===== src/core/xfer_pkg.sv =====
// shared constants of the descriptor transfer unit
package xfer_pkg;

    // ==========================================================
    // activation sources, highest priority first
    localparam int unsigned SRC_COUNT = 7;
    localparam logic [7:0] SRC_VECTOR [SRC_COUNT] = '{
        8'hb6, 8'hb7, 8'hb8, 8'hb9, 8'hba, 8'hbc, 8'hbd
    };
    // 184 and 185 reserved, 186 (timer10_overflow_irq) never activates
    localparam logic [SRC_COUNT-1:0] SRC_ACTIVATES = 7'b110_0011;
    // vector table offset = base + 4 * vector number
    localparam logic [31:0] VEC_TABLE_BASE = 32'h0000_0400;

    // ==========================================================
    // descriptor layout: four words, written back from word 1
    localparam logic [31:0] DESC_STRIDE   = 32'h0000_0010;
    localparam logic [1:0]  WORD_MODE     = 2'h0;
    localparam logic [1:0]  WORD_SRC      = 2'h1;
    localparam logic [1:0]  WORD_DST      = 2'h2;
    localparam logic [1:0]  WORD_COUNT    = 2'h3;

    // mode word fields
    localparam int unsigned F_SIZE        = 0;  // two bits
    localparam int unsigned F_SRC_MODE    = 2;  // two bits
    localparam int unsigned F_DST_MODE    = 4;  // two bits
    localparam int unsigned F_XFER_MODE   = 6;  // two bits
    localparam int unsigned F_AREA_SEL    = 8;
    localparam int unsigned F_CHAIN_EN    = 9;
    localparam int unsigned F_CHAIN_ZERO  = 10;
    localparam int unsigned F_IRQ_SEL     = 11;

    // encodings
    localparam logic [1:0] SIZE_BYTE      = 2'h0;
    localparam logic [1:0] SIZE_WORD      = 2'h1;
    localparam logic [1:0] SIZE_LONG      = 2'h2;
    localparam logic [1:0] AMODE_INC      = 2'h2;
    localparam logic [1:0] AMODE_DEC      = 2'h3;
    localparam logic [1:0] XMODE_NORMAL   = 2'h0;
    localparam logic [1:0] XMODE_REPEAT   = 2'h1;
    localparam logic [1:0] XMODE_BLOCK    = 2'h2;

    // reset values
    localparam logic [31:0] RST_WORD      = 32'h0000_0000;
    localparam logic [7:0]  RST_VECTOR    = 8'h00;

endpackage


===== src/core/word_stream_if.sv =====
// valid/ready word stream between the transfer core and its buffer
`timescale 1ns/1ps
interface word_stream_if #(
    parameter int unsigned WIDTH = 32
);
    logic             valid;
    logic             ready;
    logic [WIDTH-1:0] data;

    modport producer (output valid, output data, input  ready);
    modport consumer (input  valid, input  data, output ready);
endinterface


===== src/core/descriptor_transfer_unit.sv =====
// interrupt-activated descriptor transfer engine
`timescale 1ns/1ps

module descriptor_transfer_unit #(
    parameter int unsigned SRC_N = xfer_pkg::SRC_COUNT
) (
    // clock and reset
    input  wire logic             clk_i,
    input  wire logic             rst_i,
    // activation sources
    input  wire logic [SRC_N-1:0] source_request_i,
    input  wire logic [SRC_N-1:0] source_activation_enable_i,
    input  wire logic [31:0]      vector_base_i,
    output logic      [SRC_N-1:0] source_done_o,
    // cpu interrupt
    output logic                  cpu_irq_o,
    output logic      [7:0]       cpu_irq_vector_o,
    output logic                  busy_o,
    // memory bus master
    output logic                  mem_req_o,
    output logic                  mem_we_o,
    output logic      [31:0]      mem_addr_o,
    output logic      [31:0]      mem_wdata_o,
    output logic      [1:0]       mem_size_o,
    input  wire logic             mem_ack_i,
    input  wire logic [31:0]      mem_rdata_i
);

    typedef enum {
        ST_IDLE,
        ST_VEC_RD,
        ST_DESC_RD,
        ST_DATA_RD,
        ST_DATA_WR,
        ST_WRITEBACK,
        ST_DECIDE
    } phase_e;

    typedef struct packed {
        phase_e           phase;
        logic [2:0]       src;
        logic [31:0]      desc_addr;
        logic [1:0]       widx;
        logic [31:0]      mode;
        logic [31:0]      sa;
        logic [31:0]      da;
        logic [31:0]      sa0;
        logic [31:0]      da0;
        logic [31:0]      count;
        logic             mem_req;
        logic             mem_we;
        logic [31:0]      mem_addr;
        logic [31:0]      mem_wdata;
        logic [1:0]       mem_size;
        logic             cpu_irq;
        logic [7:0]       irq_vector;
        logic [SRC_N-1:0] done;
        logic             busy;
    } state_s;

    state_s           state_reg;
    state_s           state_next;
    logic [SRC_N-1:0] pending;
    logic             bus_done;

    word_stream_if #(.WIDTH(32)) rd_stream ();
    word_stream_if #(.WIDTH(32)) wr_stream ();

    // ======================================================
    // helpers

    // next address for one unit
    function automatic logic [31:0] step_addr(input logic [31:0] a, input logic [1:0] am,
                                              input logic [1:0] sz);
        logic [31:0] inc;
        inc = 32'h0000_0001 << sz;
        if (am == xfer_pkg::AMODE_INC) begin
            return a + inc;
        end else if (am == xfer_pkg::AMODE_DEC) begin
            return a - inc;
        end
        return a;
    endfunction

    // lowest index wins: table order is priority order
    function automatic logic [2:0] first_set(input logic [SRC_N-1:0] v);
        logic [2:0] idx;
        idx = 3'h0;
        for (int i = SRC_N - 1; i >= 0; i--) begin
            if (v[i]) begin
                idx = i[2:0];
            end
        end
        return idx;
    endfunction

    // unit data in the low lanes, the rest cleared
    function automatic logic [31:0] unit_mask(input logic [31:0] d, input logic [1:0] sz);
        if (sz == xfer_pkg::SIZE_BYTE) begin
            return {24'h00_0000, d[7:0]};
        end else if (sz == xfer_pkg::SIZE_WORD) begin
            return {16'h0000, d[15:0]};
        end
        return d;
    endfunction

    // ======================================================
    // data buffer: reads fill it, writes drain it
    two_entry_buffer #(
        .WIDTH (32)
    ) u_buffer (
        .clk_i (clk_i),
        .rst_i (rst_i),
        .fill  (rd_stream.consumer),
        .drain (wr_stream.producer)
    );

    assign bus_done        = state_reg.mem_req && mem_ack_i;
    assign rd_stream.valid = (state_reg.phase == ST_DATA_RD) && bus_done;
    assign rd_stream.data  = unit_mask(mem_rdata_i, state_reg.mem_size);
    assign wr_stream.ready = (state_reg.phase == ST_DATA_WR) && bus_done;

    // sources that may start: a disabled source is ignored and raises no cpu interrupt
    assign pending = source_request_i & source_activation_enable_i
                   & xfer_pkg::SRC_ACTIVATES[SRC_N-1:0]
                   & ~state_reg.done;

    // ======================================================
    // sequencer
    always_comb begin
        logic [1:0]  sz;
        logic [1:0]  xm;
        logic        area;
        logic        finish;
        logic        zero;
        sz         = state_reg.mode[xfer_pkg::F_SIZE +: 2];
        xm         = state_reg.mode[xfer_pkg::F_XFER_MODE +: 2];
        area       = state_reg.mode[xfer_pkg::F_AREA_SEL];
        finish     = 1'b0;
        zero       = 1'b0;
        state_next = state_reg;
        state_next.cpu_irq = 1'b0;
        state_next.done    = '0;
        // a request stands until its acknowledge
        if (bus_done) begin
            state_next.mem_req = 1'b0;
        end
        unique case (state_reg.phase)
            ST_IDLE: begin
                if (|pending) begin
                    state_next.src       = first_set(pending);
                    state_next.phase     = ST_VEC_RD;
                    state_next.mem_req   = 1'b1;
                    state_next.mem_we    = 1'b0;
                    state_next.mem_size  = xfer_pkg::SIZE_LONG;
                    state_next.mem_addr  = vector_base_i + xfer_pkg::VEC_TABLE_BASE
                                         + {22'h00_0000, xfer_pkg::SRC_VECTOR[first_set(pending)], 2'h0};
                end
            end
            ST_VEC_RD: begin
                if (bus_done) begin
                    state_next.desc_addr = mem_rdata_i;
                    state_next.widx      = xfer_pkg::WORD_MODE;
                    state_next.phase     = ST_DESC_RD;
                    state_next.mem_req   = 1'b1;
                    state_next.mem_addr  = mem_rdata_i;
                end
            end
            ST_DESC_RD: begin
                // descriptor first, data after it
                if (bus_done) begin
                    unique case (state_reg.widx)
                        xfer_pkg::WORD_MODE:  state_next.mode = mem_rdata_i;
                        xfer_pkg::WORD_SRC: begin
                            state_next.sa  = mem_rdata_i;
                            state_next.sa0 = mem_rdata_i;
                        end
                        xfer_pkg::WORD_DST: begin
                            state_next.da  = mem_rdata_i;
                            state_next.da0 = mem_rdata_i;
                        end
                        xfer_pkg::WORD_COUNT: state_next.count = mem_rdata_i;
                    endcase
                    if (state_reg.widx == xfer_pkg::WORD_COUNT) begin
                        state_next.phase = ST_DATA_RD;
                    end else begin
                        state_next.widx     = state_reg.widx + 2'h1;
                        state_next.mem_req  = 1'b1;
                        state_next.mem_addr = state_reg.desc_addr + {28'h000_0000, state_reg.widx + 2'h1, 2'h0};
                    end
                end
            end
            ST_DATA_RD: begin
                // read only with room in the buffer, so no word is lost
                if (!state_reg.mem_req && rd_stream.ready) begin
                    state_next.mem_req  = 1'b1;
                    state_next.mem_we   = 1'b0;
                    state_next.mem_size = sz;
                    state_next.mem_addr = state_reg.sa;
                end
                if (bus_done) begin
                    state_next.phase = ST_DATA_WR;
                end
            end
            ST_DATA_WR: begin
                if (!state_reg.mem_req && wr_stream.valid) begin
                    state_next.mem_req   = 1'b1;
                    state_next.mem_we    = 1'b1;
                    state_next.mem_size  = sz;
                    state_next.mem_addr  = state_reg.da;
                    state_next.mem_wdata = wr_stream.data;
                end
                if (bus_done) begin
                    // both addresses step on their own modes
                    state_next.sa = step_addr(state_reg.sa, state_reg.mode[xfer_pkg::F_SRC_MODE +: 2], sz);
                    state_next.da = step_addr(state_reg.da, state_reg.mode[xfer_pkg::F_DST_MODE +: 2], sz);
                    unique case (xm)
                        xfer_pkg::XMODE_REPEAT: begin
                            finish = 1'b1;
                            if (state_reg.count[23:16] == 8'h01) begin
                                state_next.count[23:16] = state_reg.count[31:24];
                                if (area) begin
                                    state_next.sa = state_reg.sa0;
                                end else begin
                                    state_next.da = state_reg.da0;
                                end
                            end else begin
                                state_next.count[23:16] = state_reg.count[23:16] - 8'h01;
                            end
                        end
                        xfer_pkg::XMODE_BLOCK: begin
                            if (state_reg.count[23:16] == 8'h01) begin
                                // block end: restore size and block-area address
                                finish = 1'b1;
                                state_next.count[23:16] = state_reg.count[31:24];
                                state_next.count[15:0]  = state_reg.count[15:0] - 16'h0001;
                                if (area) begin
                                    state_next.sa = state_reg.sa0;
                                end else begin
                                    state_next.da = state_reg.da0;
                                end
                            end else begin
                                // size 0 means 256: wraps through ff
                                state_next.count[23:16] = state_reg.count[23:16] - 8'h01;
                                state_next.phase        = ST_DATA_RD;
                            end
                        end
                        default: begin
                            finish = 1'b1;
                            state_next.count[31:16] = state_reg.count[31:16] - 16'h0001;
                        end
                    endcase
                    if (finish) begin
                        state_next.phase     = ST_WRITEBACK;
                        state_next.widx      = xfer_pkg::WORD_SRC;
                        state_next.mem_req   = 1'b1;
                        state_next.mem_we    = 1'b1;
                        state_next.mem_size  = xfer_pkg::SIZE_LONG;
                        state_next.mem_addr  = state_reg.desc_addr + {28'h000_0000, xfer_pkg::WORD_SRC, 2'h0};
                        state_next.mem_wdata = state_next.sa;
                    end
                end
            end
            ST_WRITEBACK: begin
                // addresses and counts go back, mode word is unchanged
                if (bus_done) begin
                    if (state_reg.widx == xfer_pkg::WORD_COUNT) begin
                        state_next.phase = ST_DECIDE;
                    end else begin
                        state_next.widx      = state_reg.widx + 2'h1;
                        state_next.mem_req   = 1'b1;
                        state_next.mem_addr  = state_reg.desc_addr + {28'h000_0000, state_reg.widx + 2'h1, 2'h0};
                        state_next.mem_wdata = (state_reg.widx == xfer_pkg::WORD_SRC) ? state_reg.da
                                                                                      : state_reg.count;
                    end
                end
            end
            ST_DECIDE: begin
                // counter already decremented; pick the one this mode tests
                unique case (xm)
                    xfer_pkg::XMODE_REPEAT: zero = (state_reg.count[23:16] == 8'h00);
                    xfer_pkg::XMODE_BLOCK:  zero = (state_reg.count[15:0] == 16'h0000);
                    default:                zero = (state_reg.count[31:16] == 16'h0000);
                endcase
                if (state_reg.mode[xfer_pkg::F_CHAIN_EN]
                    && (!state_reg.mode[xfer_pkg::F_CHAIN_ZERO] || zero)) begin
                    // next descriptor decides for itself
                    state_next.desc_addr = state_reg.desc_addr + xfer_pkg::DESC_STRIDE;
                    state_next.widx      = xfer_pkg::WORD_MODE;
                    state_next.phase     = ST_DESC_RD;
                    state_next.mem_req   = 1'b1;
                    state_next.mem_we    = 1'b0;
                    state_next.mem_size  = xfer_pkg::SIZE_LONG;
                    state_next.mem_addr  = state_reg.desc_addr + xfer_pkg::DESC_STRIDE;
                end else begin
                    // last descriptor: only its select bit raises the cpu
                    state_next.cpu_irq         = state_reg.mode[xfer_pkg::F_IRQ_SEL];
                    state_next.irq_vector      = xfer_pkg::SRC_VECTOR[state_reg.src];
                    state_next.done[state_reg.src] = 1'b1;
                    state_next.phase           = ST_IDLE;
                end
            end
        endcase
        // kept in a flop so busy_o leaves no decode glitch at the pin
        state_next.busy = (state_next.phase != ST_IDLE);
    end

    // ======================================================
    // state register
    always_ff @(posedge clk_i or posedge rst_i) begin
        if (rst_i) begin
            state_reg            <= '0;
            state_reg.phase      <= ST_IDLE;
            state_reg.irq_vector <= xfer_pkg::RST_VECTOR;
            state_reg.mem_addr   <= xfer_pkg::RST_WORD;
        end else begin
            state_reg <= state_next;
        end
    end

    // outputs straight from the state register
    assign source_done_o    = state_reg.done;
    assign cpu_irq_o        = state_reg.cpu_irq;
    assign cpu_irq_vector_o = state_reg.irq_vector;
    assign busy_o           = state_reg.busy;
    assign mem_req_o        = state_reg.mem_req;
    assign mem_we_o         = state_reg.mem_we;
    assign mem_addr_o       = state_reg.mem_addr;
    assign mem_wdata_o      = state_reg.mem_wdata;
    assign mem_size_o       = state_reg.mem_size;

endmodule


===== src/core/two_entry_buffer.sv =====
// two-entry valid/ready buffer in the data path
`timescale 1ns/1ps
module two_entry_buffer #(
    parameter int unsigned WIDTH = 32
) (
    // clock and reset
    input  wire logic         clk_i,
    input  wire logic         rst_i,
    // streams
    word_stream_if.consumer   fill,
    word_stream_if.producer   drain
);

    typedef struct packed {
        logic [1:0][WIDTH-1:0] slot;
        logic                  head;
        logic [1:0]            level;
    } state_s;

    state_s state_reg;
    state_s state_next;
    logic   push;
    logic   pop;

    // ======================================================
    // handshakes: full refuses, empty shows nothing
    assign fill.ready  = (state_reg.level != 2'h2);
    assign drain.valid = (state_reg.level != 2'h0);
    assign drain.data  = state_reg.slot[state_reg.head];
    assign push        = fill.valid && fill.ready;
    assign pop         = drain.valid && drain.ready;

    // next state
    always_comb begin
        state_next = state_reg;
        if (push) begin
            state_next.slot[state_reg.head ^ state_reg.level[0]] = fill.data;
        end
        if (pop) begin
            state_next.head = ~state_reg.head;
        end
        state_next.level = state_reg.level + {1'b0, push} - {1'b0, pop};
    end

    always_ff @(posedge clk_i or posedge rst_i) begin
        if (rst_i) begin
            state_reg <= '0;
        end else begin
            state_reg <= state_next;
        end
    end

endmodule


===== config.mk =====
export PLATFORM = sky130hd
export DESIGN_NAME = descriptor_transfer_unit
export DESIGN_NICKNAME = d
export VERILOG_FILES = /design/src/core/xfer_pkg.sv /design/src/core/word_stream_if.sv /design/src/core/descriptor_transfer_unit.sv /design/src/core/two_entry_buffer.sv
export SDC_FILE = /design/constraint.sdc
export NUM_CORES = 2
export LEC_CHECK = 0
export ABC_AREA = 1
export BUFFER_PORTS_ARGS = -buffer_cell sky130_fd_sc_hd__buf_2
export CELL_PAD_IN_SITES_DETAIL_PLACEMENT = 1
export CELL_PAD_IN_SITES_GLOBAL_PLACEMENT = 2
export CORE_ASPECT_RATIO = 1.25
export CORE_MARGIN = 4
export CORE_UTILIZATION = 35
export DETAILED_ROUTE_END_ITERATION = 10
export PLACE_DENSITY_LB_ADDON = 0.1
export SYNTH_ARGS = -nofsm -noshare
export SYNTH_HDL_FRONTEND = slang
export SYNTH_SLANG_ARGS = --single-unit

===== constraint.sdc =====
create_clock -name clk_i -period 15.45 [get_ports clk_i]
set_input_delay 0.7725 -clock clk_i [delete_from_list [all_inputs] [get_ports clk_i]]
set_output_delay 0.7725 -clock clk_i [all_outputs]
set_load 0.005 [all_outputs]

==> impl_summary.log <==
[metrics] result of the run: finished clean
[metrics] max reg flops: between 200 and 250
[metrics] Slew @ Worst Pin: around 1.2 ns
[metrics] Crit Path Class: register to register
[metrics] switching part of the total power: 56.5%
[metrics] Vias: 30800
[metrics] via count of the first global-routing pass: slightly above 30000
[metrics] maximum operating frequency: roughly 200 MHz
[metrics] Cell Area, Synth: a little under 30000 µm²
[metrics] final clock skew: between 0.02 and 0.03 ns
[metrics] Synth Area in Compound Gates: 17.6%
[metrics] GRT Total Usage: roughly a third
[metrics] number of ports placed on the die boundary: 166
[metrics] count of buffers inserted at the top-level ports: ~160
[metrics] Crit path largest cell delay: roughly 0.62 ns
[metrics] cell with the largest stage delay on the worst path: sky130_fd_sc_hd__nor2_1
[metrics] pin count of the biggest net entering global routing: 150
[metrics] setup total negative slack: 0 ns
[metrics] number of flops mapped to enable cells by yosys: 0
[metrics] die extent in y: roughly 330 µm
[metrics] number of remaining DRC errors: 0
[metrics] CP most frequent cell: sky130_fd_sc_hd__nand2_1
[metrics] Total Power Consumption: approximately 0.008 W
[metrics] WL final: 146000 µm
[metrics] max-cap check violation count: 0
[metrics] post-detailed-route count of antenna-violating nets: 0
[metrics] ratio of final minimum period to clock period: 32.9%
[metrics] critical path, cell by cell: buf_4 -> inv_1 -> buf_4 -> nor2_1 -> inv_1 -> o21ai_0 -> inv_1 -> ha_1 -> nand2_1 -> o21ai_0 -> a21boi_0 -> o21ai_0 -> nand2_1 -> nand3_1 -> nand3_1 -> nand3b_1 -> nand3_1 -> nand2_1 -> nand2_1 -> a21oi_1
[metrics] critical path capture point type: register
[metrics] initial antenna violation count: 2
[metrics] worst slack, placed: between 10 and 15 ns
[metrics] flops & latches, synth: 390
[metrics] proportion of layout cells with a drive suffix above 1: under 10%
[metrics] count of buffer and inverter cells on the critical path: 5
[metrics] final weighted congestion of routability-driven global placement: 0.958
[metrics] critical path required time: around 16 ns
[metrics] WP data arrival: between 5 and 6 ns
[metrics] Tmin final: between 5 and 6 ns
[metrics] power density of the placed cells: 253 nW/µm²
[metrics] Mapped Cells: 4409
[metrics] Non-Filler Cell Area, Final: around 32000 µm²
[metrics] static leakage power: around 15 nW
[metrics] final-stage net count: roughly 4500
[metrics] most common cell after layout, fill and taps aside: sky130_fd_sc_hd__nand2_1
[metrics] type of the most critical hold path: input port to asynchronous set/reset pin
[metrics] final hold viol count: 0
[metrics] number of placement rows: 118
[metrics] H-tree levels: 2
[metrics] Std-Cell Core Area: 82800 µm²
[metrics] proportion of power drawn by flip-flops and latches: 25.0%
[metrics] Int Power: around 0.0035 W
[metrics] worst skew pair latency: around 0.63 ns
[metrics] Final WS setup: 10.37 ns
[metrics] fraction of synthesized area in multiplexers: 0.381%
[metrics] clock tree sinks: 390
[metrics] overflow left after global routing: 0
[metrics] Synth-to-Final Area Change: 8.53%
[metrics] main combinational cell family by area after synthesis: simple AND/OR/NAND/NOR gates
[metrics] Max clock buf depth: 3
[metrics] detailed router's first-iteration violation count: about 2300
[metrics] die outline area: between 80000 and 90000 µm²
[metrics] largest voltage drop on the vdd net: 174 µV
[metrics] drt pass-1 iters: 6
[metrics] placed instance count: 5410
[metrics] clock tree from TritonCTS: yes
[metrics] TritonCTS Buffers: 46
[metrics] most used cells in the layout excluding fill and tap cells: 1182 x sky130_fd_sc_hd__nand2_1, 512 x sky130_fd_sc_hd__nor2_1, 435 x sky130_fd_sc_hd__o21ai_0
[metrics] final setup fails: 0
[metrics] mean number of vias per cell: 5.60
[metrics] Adder-Cell Fraction of Synth Area: under 10%
[metrics] Synthesis Warnings: 0
[metrics] initial cell density of the core: a little over a third
[metrics] drt wl/cell: 26.6 µm
[metrics] CTS Hold Buffers Added: 0
[metrics] global-route wire length before repair: 212000 µm
[metrics] switching component of the power: about 0.0045 W
[metrics] relative contribution of combinational cells to total power: roughly 61%
[metrics] most used flip-flop cell after synthesis: sky130_fd_sc_hd__dfrtp_1
[metrics] Clock power frac: between 10 and 15%
[metrics] setup repair after global routing missed its margin: false
[metrics] post-detailed-placement cell area: 30200 µm²
[metrics] cell class contributing the biggest share of worst-path delay: compound AO/OA/AOI/OAI gates
[metrics] number of fill cells in the layout: 10800
[metrics] post-route insts no fill: roughly 5500
[metrics] die boundary width: around 270 µm
[metrics] DPL Wire Length: 112000 µm
[metrics] Multi-input gate area: ~16000 µm²
[metrics] Worst-path clk slew: 0.06 ns
[metrics] count of cells resized by post-cts repair: 0
[metrics] proportion of synthesized flip-flops having asynchronous set or reset: between 90% and 100%
[metrics] Synth Area in Simple Gates: between 30% and 40%
[metrics] average footprint of a synthesized cell: around 6.6 µm²
[metrics] clock root cell: sky130_fd_sc_hd__clkbuf_16
[metrics] count of cell types in the netlist: 64
[metrics] final number of max-transition violations: 0
[metrics] launching element type of the critical path: register
[metrics] storage element area: ~9800 µm²
[metrics] share of the synthesized netlist area taken by xor and xnor gates: between 2 and 3%
[metrics] max_slew headroom: between 10% and 20%
[metrics] biggest fanout along the worst timing path: 41
[metrics] post-synth net total: around 4600
[metrics] setup bufs post-CTS: 0
[metrics] sequential element share of the synthesized area: approximately a third
## path summary, 6_finish.rpt
kind | start | slack (ns) | to | cells after the start
worst min register to register | u_buffer.state_reg[19] | 0.48 | u_buffer.state_reg[19] | 2
worst max-delay path | state_reg[250] | 10.37 | state_reg[207] | 20
worst min-delay path | rst_i | 0.23 | source_done_o[1] | 2
min in group clk_i | mem_rdata_i[30] | 0.45 | u_buffer.state_reg[65] | 3
max in group asynchronous | rst_i | 13.10 | u_buffer.state_reg[21] | 4
worst max register to register | state_reg[250] | 10.37 | state_reg[207] | 20
## synthesized netlist by cell type (8+ instances only)
library cell	number	area [µm²]
sky130_fd_sc_hd__o21ai_1	25	125
sky130_fd_sc_hd__nand2_1	1185	4450
sky130_fd_sc_hd__a21oi_1	200	1000
sky130_fd_sc_hd__nor2_4	8	90.1
sky130_fd_sc_hd__xor2_1	73	639
sky130_fd_sc_hd__buf_6	10	113
sky130_fd_sc_hd__buf_4	98	736
sky130_fd_sc_hd__o311ai_0	8	70.1
sky130_fd_sc_hd__nand3b_1	12	90.1
sky130_fd_sc_hd__clkbuf_1	116	435
sky130_fd_sc_hd__o211ai_1	56	420
sky130_fd_sc_hd__a31oi_1	96	601
sky130_fd_sc_hd__mux2i_1	10	100
sky130_fd_sc_hd__o22ai_1	12	75.1
sky130_fd_sc_hd__dfrtp_1	390	9760
sky130_fd_sc_hd__nand4_1	62	388
sky130_fd_sc_hd__nor3_2	8	80.1
sky130_fd_sc_hd__nor2_1	514	1930
sky130_fd_sc_hd__o21bai_1	11	82.6
sky130_fd_sc_hd__o21ai_0	435	2180
sky130_fd_sc_hd__nor4_1	16	100
sky130_fd_sc_hd__ha_1	60	751
sky130_fd_sc_hd__nand3_1	258	1290
sky130_fd_sc_hd__inv_1	425	1600
sky130_fd_sc_hd__nor2_2	8	50.1
sky130_fd_sc_hd__a22oi_1	8	60.1
sky130_fd_sc_hd__buf_2	43	215
sky130_fd_sc_hd__o21a_1	10	75.1
sky130_fd_sc_hd__xnor2_1	13	114
sky130_fd_sc_hd__buf_1	9	33.8
sky130_fd_sc_hd__nor3_1	63	315
sky130_fd_sc_hd__or2_2	51	319
sky130_fd_sc_hd__inv_2	23	86.3
## worst register-to-register path: stages (launching register included)
cell	delay, ns
sky130_fd_sc_hd__dfrtp_1	0.32
sky130_fd_sc_hd__buf_4	0.33
sky130_fd_sc_hd__inv_1	0.09
sky130_fd_sc_hd__buf_4	0.29
sky130_fd_sc_hd__nor2_1	0.65
sky130_fd_sc_hd__inv_1	0.44
sky130_fd_sc_hd__o21ai_0	0.27
sky130_fd_sc_hd__inv_1	0.06
sky130_fd_sc_hd__ha_1	0.33
sky130_fd_sc_hd__nand2_1	0.09
sky130_fd_sc_hd__o21ai_0	0.34
sky130_fd_sc_hd__a21boi_0	0.29
sky130_fd_sc_hd__o21ai_0	0.55
sky130_fd_sc_hd__nand2_1	0.10
sky130_fd_sc_hd__nand3_1	0.19
sky130_fd_sc_hd__nand3_1	0.16
sky130_fd_sc_hd__nand3b_1	0.12
sky130_fd_sc_hd__nand3_1	0.13
sky130_fd_sc_hd__nand2_1	0.09
sky130_fd_sc_hd__nand2_1	0.05
sky130_fd_sc_hd__a21oi_1	0.12
## logic make-up (layout without fill, tap and decap cells)
kind of cell,Yosys count,in the layout
AOI/OAI and AO/OA,914,914
xor gates and xnor gates,86,86
buffers and inverters,731,731
muxes,11,11
and+or+nand+nor,2211,2211
other,2,4
adders and majority gates,64,64
DFF,390,390
## power by group through the flow
| stage | clock network, W | logic, W | registers, W |
|---|---|---|---|
| 4_1_cts | 0.00116 | 0.00487 | 0.00198 |
| 3_3_place_gp | 0 | 0.00476 | 0.00199 |
| 5_1_grt | 0.00120 | 0.00542 | 0.00204 |
| 3_5_place_dp | 0 | 0.00485 | 0.00200 |
| 2_1_floorplan | 0 | 0.00340 | 0.00169 |
| 6_report | 0.00114 | 0.00489 | 0.00201 |
## through the flow
| stage | hold slack [ns] | util (%) |
|---|---|---|
| 3_5_place_dp | 0.465 | 36.5 |
| 3_3_place_gp | 0.457 | 36.5 |
| 5_1_grt | 0.258 | 38.3 |
| 4_1_cts | 0.260 | 38.3 |
| 6_report | 0.231 | 38.3 |
| 2_1_floorplan | 0.445 | - |
## area by class of cell
type | instances | area share (%)
timing repair buffer | 197 | 3.46
multi-input combinational | 3288 | 51.3
antenna | 2 | 0.0158
clock buffer | 60 | 4.05
clock inverter | 19 | 0.730
inverter | 455 | 5.45
tap | 1080 | 4.26
sequential | 390 | 30.8
## metal layers
metal  routed length [µm]  vias to the layer above  global-route usage, %  part of all wire (%)
met5                    0                        -                      0                     0
met4                 7600                        0                   14.7                   5.2
met3                 7500                      194                   4.28                   5.1
met2                68900                      843                   55.1                    47
met1                62300                    15400                   41.5                    43
li1                     -                    14300                      -                     -
(Power assumes the default switching activity.)
